[src/hdl/sps_pkg.sv]
package sps_pkg;

  // ------------------------------------------------------------
  // register map
  // ------------------------------------------------------------
  localparam logic [31:0] SPS_CTRL_OFFSET = 32'hF100_0550;

  // field positions in lsb-0 numbering (msb is documented bit 0)
  localparam int SPS_POS_PRESENT  = 31;
  localparam int SPS_POS_ERROR    = 30;
  localparam int SPS_POS_BUSY     = 24;
  localparam int SPS_POS_SAVE     = 23;
  localparam int SPS_POS_RESTORE  = 22;
  localparam int SPS_POS_SETDEF   = 21;
  localparam int SPS_POS_FAULT_LO = 8;
  localparam int SPS_POS_SLOT_LO  = 0;
  localparam int SPS_FIELD_W      = 4;

  // ------------------------------------------------------------
  // sizes and reset values
  // ------------------------------------------------------------
  localparam int SPS_NUM_SLOTS  = 4;
  localparam int SPS_NUM_WORDS  = 16;
  localparam int SPS_DATA_W     = 32;
  localparam int SPS_CFG_AW     = 8;
  localparam logic [3:0] SPS_FACTORY_SLOT = 4'h0;
  localparam logic [3:0] SPS_RST_DEF_SLOT = 4'h0;

  // ------------------------------------------------------------
  // fault reasons
  // ------------------------------------------------------------
  localparam logic [3:0] SPS_F_NONE      = 4'h0;
  localparam logic [3:0] SPS_F_CORRUPT   = 4'h1;
  localparam logic [3:0] SPS_F_NOT_IDLE  = 4'h2;
  localparam logic [3:0] SPS_F_ABSENT    = 4'h3;
  localparam logic [3:0] SPS_F_NO_SLOT   = 4'h4;
  localparam logic [3:0] SPS_F_RANGE     = 4'h5;
  localparam logic [3:0] SPS_F_DEF_FAIL  = 4'h6;
  localparam logic [3:0] SPS_F_LUT_LOAD  = 4'h7;
  localparam logic [3:0] SPS_F_LUT_STORE = 4'h8;

  // ------------------------------------------------------------
  // carriers
  // ------------------------------------------------------------
  typedef struct packed {
    logic        valid;
    logic        write;
    logic [31:0] addr;
    logic [31:0] wdata;
  } sps_req_t;

  typedef struct packed {
    logic        valid;
    logic [31:0] rdata;
  } sps_resp_t;

  typedef struct packed {
    logic                  wr;
    logic [SPS_CFG_AW-1:0] addr;
    logic [31:0]           wdata;
  } sps_cfg_t;

  typedef enum logic [2:0] {
    SPS_BOOT, SPS_IDLE, SPS_SAVE, SPS_VER_A, SPS_VER_D,
    SPS_APP_A, SPS_APP_D, SPS_APP_W
  } sps_state_t;

endpackage

[src/hdl/sps_walker.sv]
`timescale 1ns/10ps
`default_nettype none
module sps_walker #(
  parameter int COUNT = 17
) (
  input  wire logic                     clk,
  input  wire logic                     rstn,
  input  wire logic                     clear,
  input  wire logic                     step,
  output logic      [$clog2(COUNT)-1:0] idx,
  output logic                          last
);
  import sps_pkg::*;

  typedef struct packed {
    logic [$clog2(COUNT)-1:0] idx;
  } sps_walk_st_t;

  sps_walk_st_t r;
  sps_walk_st_t next_r;

  always_comb begin
    next_r = r;
    if (clear) begin
      next_r.idx = '0;
    end else if (step && !last) begin
      next_r.idx = r.idx + 1'b1;
    end
  end

  always_ff @(posedge clk) begin
    if (!rstn) begin
      r <= '0;
    end else begin
      r <= next_r;
    end
  end

  assign idx  = r.idx;
  assign last = (r.idx == ($clog2(COUNT))'(COUNT - 1));
endmodule // sps_walker
`default_nettype wire

[src/hdl/sps_slot_mem.sv]
`timescale 1ns/10ps
`default_nettype none
module sps_slot_mem #(
  parameter int SLOTS = 4,
  parameter int WORDS = 17,
  parameter int WIDTH = 32
) (
  input  wire logic                     clk,
  input  wire logic                     wr_en,
  input  wire logic [3:0]               wr_slot,
  input  wire logic [$clog2(WORDS)-1:0] wr_idx,
  input  wire logic [WIDTH-1:0]         wdata,
  input  wire logic [3:0]               rd_slot,
  input  wire logic [$clog2(WORDS)-1:0] rd_idx,
  output logic      [WIDTH-1:0]         rdata
);
  import sps_pkg::*;

  localparam int AW = $clog2(SLOTS * WORDS);

  logic [WIDTH-1:0] mem [SLOTS*WORDS];

  // ------------------------------------------------------------
  // factory slot is a fixed pattern, never stored
  // ------------------------------------------------------------
  function automatic logic [WIDTH-1:0] factory_word(
    input logic [$clog2(WORDS)-1:0] i);
    factory_word = WIDTH'(i);
  endfunction

  function automatic logic [AW-1:0] word_addr(
    input logic [3:0] s, input logic [$clog2(WORDS)-1:0] i);
    word_addr = AW'(s * WORDS + i);
  endfunction

  always_ff @(posedge clk) begin
    if (wr_en && wr_slot != SPS_FACTORY_SLOT) begin
      mem[word_addr(wr_slot, wr_idx)] <= wdata;
    end
    if (rd_slot == SPS_FACTORY_SLOT) begin
      rdata <= factory_word(rd_idx);
    end else begin
      rdata <= mem[word_addr(rd_slot, rd_idx)];
    end
  end
endmodule // sps_slot_mem
`default_nettype wire

[src/hdl/sps_profile_ctrl.sv]
`timescale 1ns/10ps
`default_nettype none
module sps_profile_ctrl #(
  parameter int   NUM_SLOTS = sps_pkg::SPS_NUM_SLOTS,
  parameter int   NUM_WORDS = sps_pkg::SPS_NUM_WORDS,
  parameter logic PRESENT   = 1'b1
) (
  input  wire logic               clk,
  input  wire logic               rstn,
  input  wire sps_pkg::sps_req_t  req,
  output logic                    req_ready,
  output sps_pkg::sps_resp_t      resp,
  output sps_pkg::sps_cfg_t       cfg,
  input  wire logic [31:0]        cfg_rdata,
  input  wire logic               init_command,
  input  wire logic               camera_idle,
  input  wire logic               lut_fault,
  output logic                    capture_off,
  output logic                    factory_all,
  output logic                    busy
);
  import sps_pkg::*;

  localparam int STEPS = NUM_WORDS + 1;
  localparam int IW    = $clog2(STEPS);

  typedef struct packed {
    sps_state_t  st;
    logic        boot;
    logic [3:0]  slot;
    logic [3:0]  fault;
    logic [3:0]  def_slot;
    logic [3:0]  src_slot;
    logic [15:0] slot_ok;
    logic [31:0] acc;
    logic        ready;
    sps_resp_t   resp;
    sps_cfg_t    cfg;
    logic        capture_off;
    logic        factory_all;
    logic        busy;
  } sps_ctrl_st_t;

  sps_ctrl_st_t r;
  sps_ctrl_st_t next_r;

  logic          w_clear;
  logic          w_step;
  logic [IW-1:0] w_idx;
  logic          w_last;
  logic          m_wr;
  logic [31:0]   m_wdata;
  logic [31:0]   m_rdata;

  // ------------------------------------------------------------
  // helpers
  // ------------------------------------------------------------
  logic        hit;
  logic        acc_wr;
  logic        acc_rd;
  logic [3:0]  w_slot;
  logic        f_save;
  logic        f_rest;
  logic        f_def;
  logic        in_range;
  logic [31:0] ctrl_word;

  assign hit      = req.valid && r.ready && req.addr == SPS_CTRL_OFFSET;
  assign acc_wr   = hit && req.write;
  assign acc_rd   = hit && !req.write;
  assign w_slot   = req.wdata[SPS_POS_SLOT_LO +: SPS_FIELD_W];
  assign f_save   = req.wdata[SPS_POS_SAVE];
  assign f_rest   = req.wdata[SPS_POS_RESTORE];
  assign f_def    = req.wdata[SPS_POS_SETDEF];
  assign in_range = 32'(w_slot) < NUM_SLOTS;

  always_comb begin
    ctrl_word                                   = '0;
    ctrl_word[SPS_POS_PRESENT]                  = PRESENT;
    ctrl_word[SPS_POS_ERROR]                    = r.fault != SPS_F_NONE;
    ctrl_word[SPS_POS_BUSY]                     = r.busy;
    ctrl_word[SPS_POS_FAULT_LO +: SPS_FIELD_W]  = r.fault;
    ctrl_word[SPS_POS_SLOT_LO +: SPS_FIELD_W]   = r.slot;
  end

  // ------------------------------------------------------------
  // sequencer
  // ------------------------------------------------------------
  always_comb begin
    next_r             = r;
    next_r.resp.valid  = 1'b0;
    next_r.cfg.wr      = 1'b0;
    next_r.capture_off = 1'b0;
    next_r.factory_all = 1'b0;
    w_clear            = 1'b0;
    w_step             = 1'b0;
    m_wr               = 1'b0;
    m_wdata            = cfg_rdata;
    case (r.st)
      SPS_BOOT: begin
        next_r.boot     = 1'b1;
        next_r.src_slot = r.def_slot;
        next_r.slot     = r.def_slot;
        next_r.acc      = '0;
        w_clear         = 1'b1;
        next_r.st       = (r.def_slot == SPS_FACTORY_SLOT) ? SPS_APP_A
                                                           : SPS_VER_A;
      end
      SPS_IDLE: begin
        next_r.boot = 1'b0;
        if (req.valid && r.ready && !hit) begin
          next_r.resp.valid = 1'b1;
          next_r.resp.rdata = '0;
        end else if (acc_rd) begin
          next_r.resp.valid = 1'b1;
          next_r.resp.rdata = ctrl_word;
        end else if (acc_wr) begin
          next_r.fault = SPS_F_NONE;
          next_r.slot  = w_slot;
          next_r.acc   = '0;
          w_clear      = 1'b1;
          if (!(f_save || f_rest || f_def)) begin
            next_r.resp.valid = 1'b1;
          end else if (!PRESENT) begin
            next_r.fault      = SPS_F_ABSENT;
            next_r.resp.valid = 1'b1;
          end else if (f_save) begin
            if (w_slot == SPS_FACTORY_SLOT || !in_range) begin
              next_r.fault      = SPS_F_RANGE;
              next_r.resp.valid = 1'b1;
            end else begin
              next_r.capture_off = 1'b1;
              next_r.src_slot    = w_slot;
              next_r.st          = SPS_SAVE;
            end
          end else if (f_rest) begin
            if (!camera_idle) begin
              next_r.fault      = SPS_F_NOT_IDLE;
              next_r.resp.valid = 1'b1;
            end else if (!in_range || !r.slot_ok[w_slot]) begin
              next_r.fault       = SPS_F_NO_SLOT;
              next_r.factory_all = 1'b1;
              next_r.slot        = SPS_FACTORY_SLOT;
              next_r.src_slot    = SPS_FACTORY_SLOT;
              next_r.st          = SPS_APP_A;
            end else begin
              next_r.src_slot = w_slot;
              next_r.st = (w_slot == SPS_FACTORY_SLOT) ? SPS_APP_A
                                                       : SPS_VER_A;
            end
          end else begin
            if (in_range && r.slot_ok[w_slot]) begin
              next_r.def_slot = w_slot;
            end else begin
              next_r.fault = SPS_F_NO_SLOT;
            end
            next_r.resp.valid = 1'b1;
          end
          next_r.resp.rdata = ctrl_word;
        end else if (init_command) begin
          next_r.st = SPS_BOOT;
        end
      end
      SPS_SAVE: begin
        // live settings word at cfg.addr, checksum word at the end
        m_wr       = 1'b1;
        m_wdata    = w_last ? r.acc : cfg_rdata;
        next_r.acc = r.acc ^ cfg_rdata;
        w_step     = !w_last;
        if (w_last) begin
          next_r.slot_ok[r.src_slot] = 1'b1;
          next_r.fault = lut_fault ? SPS_F_LUT_STORE : r.fault;
          next_r.st    = SPS_IDLE;
          next_r.resp.valid = 1'b1;
        end
      end
      SPS_VER_A: begin
        next_r.st = SPS_VER_D;
      end
      SPS_VER_D: begin
        next_r.acc = r.acc ^ m_rdata;
        if (!w_last) begin
          w_step    = 1'b1;
          next_r.st = SPS_VER_A;
        end else begin
          w_clear = 1'b1;
          next_r.st = SPS_APP_A;
          if ((r.acc ^ m_rdata) != '0) begin
            next_r.fault = r.boot ? SPS_F_DEF_FAIL : SPS_F_CORRUPT;
            next_r.factory_all = 1'b1;
            next_r.slot        = SPS_FACTORY_SLOT;
            next_r.src_slot    = SPS_FACTORY_SLOT;
          end
        end
      end
      SPS_APP_A: begin
        next_r.st = SPS_APP_D;
      end
      SPS_APP_D: begin
        if (!w_last) begin
          next_r.cfg.wr    = 1'b1;
          next_r.cfg.wdata = m_rdata;
          next_r.st        = SPS_APP_W;
        end else begin
          if (lut_fault && r.fault == SPS_F_NONE) begin
            next_r.fault = SPS_F_LUT_LOAD;
          end
          next_r.st         = SPS_IDLE;
          next_r.resp.valid = !r.boot;
        end
      end
      SPS_APP_W: begin
        w_step    = 1'b1;
        next_r.st = SPS_APP_A;
      end
      default: begin
        next_r.st = SPS_BOOT;
      end
    endcase
    if (next_r.resp.valid && r.st != SPS_IDLE) begin
      next_r.resp.rdata = ctrl_word;
    end
    next_r.cfg.addr = SPS_CFG_AW'(w_clear ? '0 : w_idx + IW'(w_step));
    next_r.busy  = next_r.st != SPS_IDLE;
    next_r.ready = next_r.st == SPS_IDLE && !init_command;
  end

  always_ff @(posedge clk) begin
    if (!rstn) begin
      r          <= '0;
      r.st       <= SPS_BOOT;
      r.def_slot <= SPS_RST_DEF_SLOT;
      r.slot_ok  <= 16'h0001;
      r.busy     <= 1'b1;
    end else begin
      r <= next_r;
    end
  end

  // ------------------------------------------------------------
  // walker and slot storage
  // ------------------------------------------------------------
  sps_walker #(.COUNT(STEPS)) u_walk (
    .clk   (clk),
    .rstn  (rstn),
    .clear (w_clear),
    .step  (w_step),
    .idx   (w_idx),
    .last  (w_last)
  );

  sps_slot_mem #(
    .SLOTS (NUM_SLOTS),
    .WORDS (STEPS),
    .WIDTH (SPS_DATA_W)
  ) u_mem (
    .clk     (clk),
    .wr_en   (m_wr),
    .wr_slot (r.src_slot),
    .wr_idx  (w_idx),
    .wdata   (m_wdata),
    .rd_slot (r.src_slot),
    .rd_idx  (w_idx),
    .rdata   (m_rdata)
  );

  // memory channel registers are never touched from here
  assign req_ready   = r.ready;
  assign resp        = r.resp;
  assign cfg         = r.cfg;
  assign capture_off = r.capture_off;
  assign factory_all = r.factory_all;
  assign busy        = r.busy;

  // ------------------------------------------------------------
  // checks
  // ------------------------------------------------------------
  chk_slot0_kept: assert property (@(posedge clk) disable iff (!rstn)
    m_wr |-> r.src_slot != SPS_FACTORY_SLOT)
    else $error("factory slot written");
  chk_one_op: assert property (@(posedge clk) disable iff (!rstn)
    (r.st != SPS_IDLE) |-> (r.busy && !r.ready))
    else $error("busy or ready wrong during operation");
  chk_late_resp: assert property (@(posedge clk) disable iff (!rstn)
    (acc_wr && PRESENT && f_rest && camera_idle && in_range
     && r.slot_ok[w_slot] && w_slot != SPS_FACTORY_SLOT)
    |=> !r.resp.valid [*2])
    else $error("restore answered early");
  chk_fault_clr: assert property (@(posedge clk) disable iff (!rstn)
    (acc_wr && !f_save && !f_rest && !f_def)
    |=> r.fault == SPS_F_NONE && r.resp.valid && r.st == SPS_IDLE)
    else $error("plain write did not clear fault");
  chk_err_flag: assert property (@(posedge clk) disable iff (!rstn)
    r.resp.valid |-> r.resp.rdata[30] == (r.resp.rdata[11:8] != 4'h0))
    else $error("error flag mismatch");
  chk_capture: assert property (@(posedge clk) disable iff (!rstn)
    (acc_wr && PRESENT && f_save && in_range && w_slot != 4'h0)
    |=> r.capture_off && r.st == SPS_SAVE)
    else $error("save did not stop capture");
  chk_not_idle: assert property (@(posedge clk) disable iff (!rstn)
    (acc_wr && PRESENT && !f_save && f_rest && !camera_idle)
    |=> r.fault == SPS_F_NOT_IDLE && r.resp.valid)
    else $error("not idle code missing");
  chk_factory: assert property (@(posedge clk) disable iff (!rstn)
    r.factory_all |-> (r.slot == 4'h0 && r.src_slot == 4'h0
                       && r.fault != 4'h0))
    else $error("factory load without slot zero");
  chk_cfg_wr: assert property (@(posedge clk) disable iff (!rstn)
    r.cfg.wr |-> (r.st == SPS_APP_W && $past(r.st) == SPS_APP_D))
    else $error("settings written outside restore");
  chk_boot_quiet: assert property (@(posedge clk) disable iff (!rstn)
    (r.boot && r.st != SPS_IDLE) |-> !r.resp.valid)
    else $error("response during startup load");

  cov_save: cover property (@(posedge clk) disable iff (!rstn)
    r.st == SPS_SAVE && w_last);
  cov_restore: cover property (@(posedge clk) disable iff (!rstn)
    r.st == SPS_APP_D && w_last && !r.boot);
  cov_factory: cover property (@(posedge clk) disable iff (!rstn)
    r.factory_all);
endmodule // sps_profile_ctrl
`default_nettype wire

[config.mk]
export PLATFORM = sky130hd
export DESIGN_NAME = sps_profile_ctrl
export DESIGN_NICKNAME = d
export VERILOG_FILES = /design/src/hdl/sps_pkg.sv /design/src/hdl/sps_walker.sv /design/src/hdl/sps_slot_mem.sv /design/src/hdl/sps_profile_ctrl.sv
export SDC_FILE = /design/constraint.sdc
export NUM_CORES = 2
export LEC_CHECK = 0
export BUFFER_PORTS_ARGS = -buffer_cell sky130_fd_sc_hd__clkbuf_2
export CAP_MARGIN = 30
export CELL_PAD_IN_SITES_DETAIL_PLACEMENT = 0
export CELL_PAD_IN_SITES_GLOBAL_PLACEMENT = 1
export CORE_UTILIZATION = 25
export CTS_CLUSTER_DIAMETER = 120
export DETAILED_ROUTE_END_ITERATION = 16
export PLACE_DENSITY = 0.39
export SLEW_MARGIN = 20
export SYNTH_ARGS = -nofsm -noshare
export SYNTH_HDL_FRONTEND = slang
export SYNTH_SLANG_ARGS = --single-unit
[constraint.sdc]
create_clock -name clk -period 5.1 [get_ports clk]
set_input_delay 0.255 -clock clk [delete_from_list [all_inputs] [get_ports clk]]
set_output_delay 0.255 -clock clk [all_outputs]
set_load 0.005 [all_outputs]
# Yosys cells after proc, flatten, opt, wreduce, memory -nomap -nowiden
# Memories as Yosys holds them, arrays and structs flattened.
# Cells that the tools add are included.
[word_totals] ff_bits=183 mem_bits_rw=2176 input_bits=103 out_inout_bits=78 elab_cells=213 memories=1
[classes] n_addsub=3 mul=1 order_cmp=4 eq_ne=25 mux=95 bitwise_logic=12 n_reduce_logical=51
[mem_list] memory="u_mem.mem" depth=68 width=32 rd=1 rd_clocked_by_memory_dff=0 wr=1 line_no="sps_slot_mem.sv:21" text="logic [WIDTH-1:0] mem [SLOTS*WORDS];"
[op_table] cell="32-bit two-way mux" count=7
[op_table] cell="32-bit case mux with 4 select lines" count=1
[op_table] cell="33-bit two-way mux" count=3
[op_table] cell="4-bit two-way mux" count=20
[op_table] cell="16-bit two-way mux" count=4
[op_table] cell="32-bit bitwise XOR" count=2
[op_table] cell="3-bit two-way mux" count=18
[op_table] cell="32-bit equality test (second input constant)" count=1
[op_table] cell="32-bit nonzero test" count=1
[op_table] cell="1-bit two-way mux" count=27
[op_table] cell="8-bit two-way mux" count=3
[op_table] cell="3-bit case mux with 8 select lines" count=1
[op_table] cell="4-bit case mux with 3 select lines" count=2
[op_table] cell="10-bit AND reduction" count=2
[op_table] cell="4-bit nonzero test" count=5
[op_table] cell="4-bit logical NOT" count=4
[op_table] cell="16-bit OR" count=1
[op_table] cell="4-bit case mux with 4 select lines" count=1
[op_table] cell="2-bit != test (second input constant)" count=7
[op_table] cell="3-bit equality test (second input constant)" count=4
[op_table] cell="1-bit logical AND" count=12
[op_table] cell="4-bit by 5-bit < comparator with 1-bit output (second input constant)" count=2
[op_table] cell="2-bit AND reduction" count=5
[op_table] cell="3-bit != test (second input constant)" count=3
[op_table] cell="27 further kinds" count=55

# Logic depth before layout (Yosys ltp)
[depth] word_depth=15 mapped_depth=17 ltp_nobuf=12

# Cells and area by module
# A second synthesis with hierarchy kept.
[hier_totals] hier_cells=4522 area_unflattened_um2=90874.7
[modules_own_cells] mod="sps_slot_mem" instances=1 cells_each=3663 area_per_inst_um2=84257.1 seq_area_each_um2=65983.3
[modules_own_cells] mod="sps_profile_ctrl" instances=1 cells_each=830 area_per_inst_um2=6342.3 seq_area_each_um2=2222.1
[modules_own_cells] mod="sps_walker" instances=1 cells_each=29 area_per_inst_um2=275.3 seq_area_each_um2=100.1

# Worst setup path after synthesis
# No wires, ideal clock.
[synth_timing] kind="reg-to-reg" from="register u_walk.r (netlist bit u_walk.idx[1])" to="memory u_mem.mem[51][0], enable pin" setup_time_ns=0.421 arrival_ns=4.301 t_required_ns=4.679 path_slack_ns=0.378 stages_incl_launch_ff=13 path_buffers=5 synth_period_minus_slack_ns=4.722 path_cell_list="dfxtp_1 > ha_1 > ha_1 > inv_1 > fa_1 > buf_2 > and3_1 > buf_2 > buf_1 > clkbuf_1 > buf_1 > nand2_1 > nor2_1"
[synth_via] elab_chain_cells=1
[synth_lines] item="from (decl)" line_no="sps_walker.sv:19" text="sps_walk_st_t r;"
[synth_lines] item="from (signal assigned)" line_no="sps_walker.sv:35" text="r <= next_r;"
[synth_lines] item="7-bit by 5-bit adder with 7-bit output" line_no="sps_slot_mem.sv:33" text="word_addr = AW'(s * WORDS + i);"
[synth_lines] item="to (decl)" line_no="sps_slot_mem.sv:21"
# Every way passes these cells.

# Final worst setup path
[layout_timing] from="register r[127] (netlist name)" to="register u_mem.rdata[12]"
[layout_via] elab_chain_cells=3 word_cells_on_any_way=4 cone_classes="add/sub (1); mul (1); reduce/logical (1); memory (1)"
[layout_lines] item="from (decl)" line_no="sps_profile_ctrl.sv:44" text="sps_ctrl_st_t r;"
[layout_lines] item="from (signal assigned)" line_no="sps_profile_ctrl.sv:236" text="r <= next_r;"
[layout_lines] item="4-bit by 5-bit multiplier with 7-bit output" line_no="sps_slot_mem.sv:33"
[layout_lines] item="7-bit by 5-bit adder with 7-bit output" line_no="sps_slot_mem.sv:33"
[layout_lines] item="memory 68 x 32 bit"
[layout_lines] item="to (signal assigned)" line_no="sps_slot_mem.sv:41" text="rdata <= factory_word(rd_idx);"
[layout_lines] item="to (signal assigned)" line_no="sps_slot_mem.sv:43" text="rdata <= mem[word_addr(rd_slot, rd_idx)];"
[layout_lines] item="to (decl)" line_no="sps_slot_mem.sv:15" text="output logic [WIDTH-1:0] rdata"
# Parallel ways exist; a longest one is shown, timed or not.
# A chain may end at the register's enable or synchronous reset.

==> impl_metrics.csv <==
group,metric,value,unit
global_routing,overflow,0,
power,pwr_density_cell,606,nW/um^2
route,routed_wl,391,mm
placed_design,dpl.hpwl,236,mm
floorplan,row_count,219,
worst_setup_path,arrival,5770,ps
flow_run,drv_cap,0,
timing,finalCritPeriodShare,0.973,
cells_and_area,seq_area,68300,sq um
route,drt_iter0_drc,5859,
synth,syn_inst,5419,
global_routing,grt_pass1_vias,55200,
timing,fin_crit,4960,ps
synth,synth_edf_count,2176,
timing,worst_slew_pin_slew,1060,ps
synth,synthArstFlopShare,0,
synth,synth-seq-cells,2324,
global_routing,grt_max_degree,72,
route,vias,55600,
timing,rsz0062_at_grt,"no",
power,leakage,35.7,nW
synth,ys_warn_count,0,
synth,ys_types,80,
placed_design,numPortBuffers,132,
synth,yosys-top-cells-area,"edfxtp_1 (73%), dfxtp_1 (3.3%), a221oi_1 (2.8%), mux2i_1 (2.2%), mux2_2 (2.1%)",
route,drtPass1Iterations,8,
cells_and_area,area_growth,22.7,%
worst_setup_path,crit_path_start_kind,"flop",
worst_setup_path,critPathKind,"reg -> reg",
floorplan,coreArea,357000,sq um
global_routing,grt_usage,0.210,
synth,synth_top_area_share,0.727,
clock_network,cts_tree,"yes",
cells_and_area,multi_input_area,20300,sq um
clock_network,clockRootBuffer,"clkbuf_16",
timing,hold_viol,0,
run_status,outcome,"completed",
placed_design,gp_congestion,0.769,
cells_and_area,drive_gt1_frac,0.224,
worst_setup_path,cp_max_fo,25,
clock_network,clkTransAtPathRegs,50,ps
route,antenna_left,0,
route,avgViaCountPerCell,5.07,
floorplan,initial_core_util,0.252,
cells_and_area,finish.net_count,6128,
clock_network,clock_latency,910,ps
clock_network,clockBufferDepth,4,
worst_setup_path,worstSetupEndpointType,"flop",
timing,skew,39.7,ps
timing,clock.fmax,202,MHz
hold_path,min_path_type,"in -> reg",
floorplan,die_w,601,um
synth,syn_area,89800,sq um
clock_network,cts_made_buffers,275,
route,drcViolationCount,0,
cells_and_area,postLayoutCoreUtil,0.309,
timing,slew_violations,0,
route,wl_per_cell,35.6,um
synth,synth_area_leader_cell,"edfxtp_1",
floorplan,die-height,601,um
global_routing,antenna_found_initial,48,
placed_design,place_ws,-261,ps
clock_network,clkSinkCount,2324,
floorplan,ioPinCount,181,
global_routing,grt_first_pass_wirelength,519,mm
timing,final-setup-viol-count,0,
synth,synth.yosys.seq_area_share,0.760,
timing,slew_headroom,0.293,
clock_network,htreeDepth,5,
synth,synth.avg_cell_area,16.6,sq um
cells_and_area,fillCellCount,35100,
power,ir_drop,0.000545,V
timing,fin_ws,139,ps
worst_setup_path,crit_required,5910,ps
synth,synth_ff_type,"edfxtp_1",
floorplan,dieArea,362000,sq um
flip-flops by register name, summed over array words and instances, names as in the netlist:
register,flops
busy,1
capture_off,1
cfg,39
ctrl_word,8
factory_all,1
r,48
req_ready,1
resp,12
u_mem.mem,2176
u_mem.rdata,32
u_walk.idx,5
power by group:
| part | internal, W | switching (W) |
|---|---|---|
| Clock | 0.0110 | 0.00810 |
| Sequential | 0.0212 | 0.000466 |
| Combinational | 0.00846 | 0.0176 |
| Total | 0.0406 | 0.0262 |
worst max-delay path, cell delays in order (launching register included):
cell	delay (ps)
dfxtp_1	310
ha_1	330
ha_4	140
inv_1	50
fa_4	1120
buf_12	250
buf_4	180
and3b_4	360
buf_12	210
buf_12	230
nand2_1	90
o211ai_1	140
nor3_2	150
a311oi_1	480
o21ai_0	360
buf_4	250
o211ai_1	70
final timing paths:
| path | startpoint | endpoint | slack, ps | cells after the start |
|---|---|---|---|---|
| max | r[127] | u_mem.rdata[12] | 140 | 16 |
| min | req[46] | resp[32] | 70 | 7 |
| max reg2reg | r[127] | u_mem.rdata[12] | 140 | 16 |
| min reg2reg | cfg[20] | cfg[20] | 450 | 2 |
metrics by stage:
| stage | instance area (sq um) | setup TNS, ps | power (W) | hold WS, ps | instances |
|---|---|---|---|---|---|
| 6_report | 110000 | 0 | 0.0668 | 67.4 | 11000 |
| 5_1_grt | 110000 | 0 | 0.0689 | 107 | 11000 |
| 4_1_cts | 110000 | 0 | 0.0676 | 14.8 | 11000 |
| 3_5_place_dp | 101000 | -261 | 0.0483 | 450 | 10400 |
| 3_3_place_gp | 101000 | -1740 | 0.0483 | 448 | 10400 |
| 2_1_floorplan | 89900 | 0 | 0.0327 | 327 | 5441 |
metal layers:
layer	up-vias	part of all wire	global-route usage
li1	23200	-	-
met1	30300	0.45	0.289
met2	1740	0.48	0.354
met3	360	0.049	0.0250
met4	2	0.022	0.0481
met5	-	0.000023	0
cell usage after synthesis (13+ instances only):
| library cell | instances |
|---|---|
| o21ai_0 | 194 |
| a21oi_1 | 252 |
| ha_1 | 14 |
| clkbuf_1 | 194 |
| a31oi_1 | 44 |
| a222oi_1 | 19 |
| buf_4 | 91 |
| a2111oi_0 | 13 |
| o22ai_1 | 28 |
| nor2_1 | 296 |
| mux2i_1 | 201 |
| mux2_2 | 165 |
| dfxtp_1 | 148 |
| a221oi_1 | 285 |
| nand2_1 | 245 |
| a22oi_1 | 205 |
| o211ai_1 | 28 |
| a22o_1 | 85 |
| inv_1 | 13 |
| a211oi_1 | 47 |
| mux4_2 | 70 |
| buf_1 | 46 |
| nand3_1 | 50 |
| a221o_1 | 45 |
| buf_2 | 112 |
| xor2_1 | 40 |
| nor3_1 | 62 |
| nor4_1 | 14 |
| nand4_1 | 41 |
| edfxtp_1 | 2176 |
| and3_1 | 14 |
| o221ai_1 | 50 |
timing repair:
item	CTS	global route
endpoints found under the setup margin	1	0
hold buffers	56	0
gates resized for setup	1	0
hold endpoints to repair	61	0
buffers inserted	4	0
cells by family after synthesis:
| family | after synthesis | share of synthesized area |
|---|---|---|
| flip-flops | 2324 | 0.760 |
| AO/OA/AOI/OAI | 1362 | 0.109 |
| AND/OR/NAND/NOR | 777 | 0.0384 |
| buffers and inverters | 458 | 0.0245 |
| multiplexers | 436 | 0.0606 |
| XOR/XNOR | 46 | 0.00448 |
| adder cells (fa/ha/maj) | 15 | 0.00217 |
| other | 1 | 0.0000417 |
placed cells by master, fill, tap and decap left out, types with 148 or more instances in the layout:
cell,count
nor2_1,219
a221oi_1,285
mux2i_1,200
edfxtp_1,2176
clkbuf_16,286
o21ai_0,193
a21oi_1,251
buf_4,401
nand2_1,244
a22oi_1,205
dfxtp_1,148
cell type report:
cell class | instances | share of cell area
flip-flops and latches | 2324 | 0.619
repair buffers | 735 | 0.0651
well taps | 4751 | 0.0539
diodes | 13 | 0.000295
multi-input cells | 2659 | 0.184
inverters | 15 | 0.000601
clock buffers | 358 | 0.0677
clock inverters | 121 | 0.00895
Power figures use the tool's default switching activity.
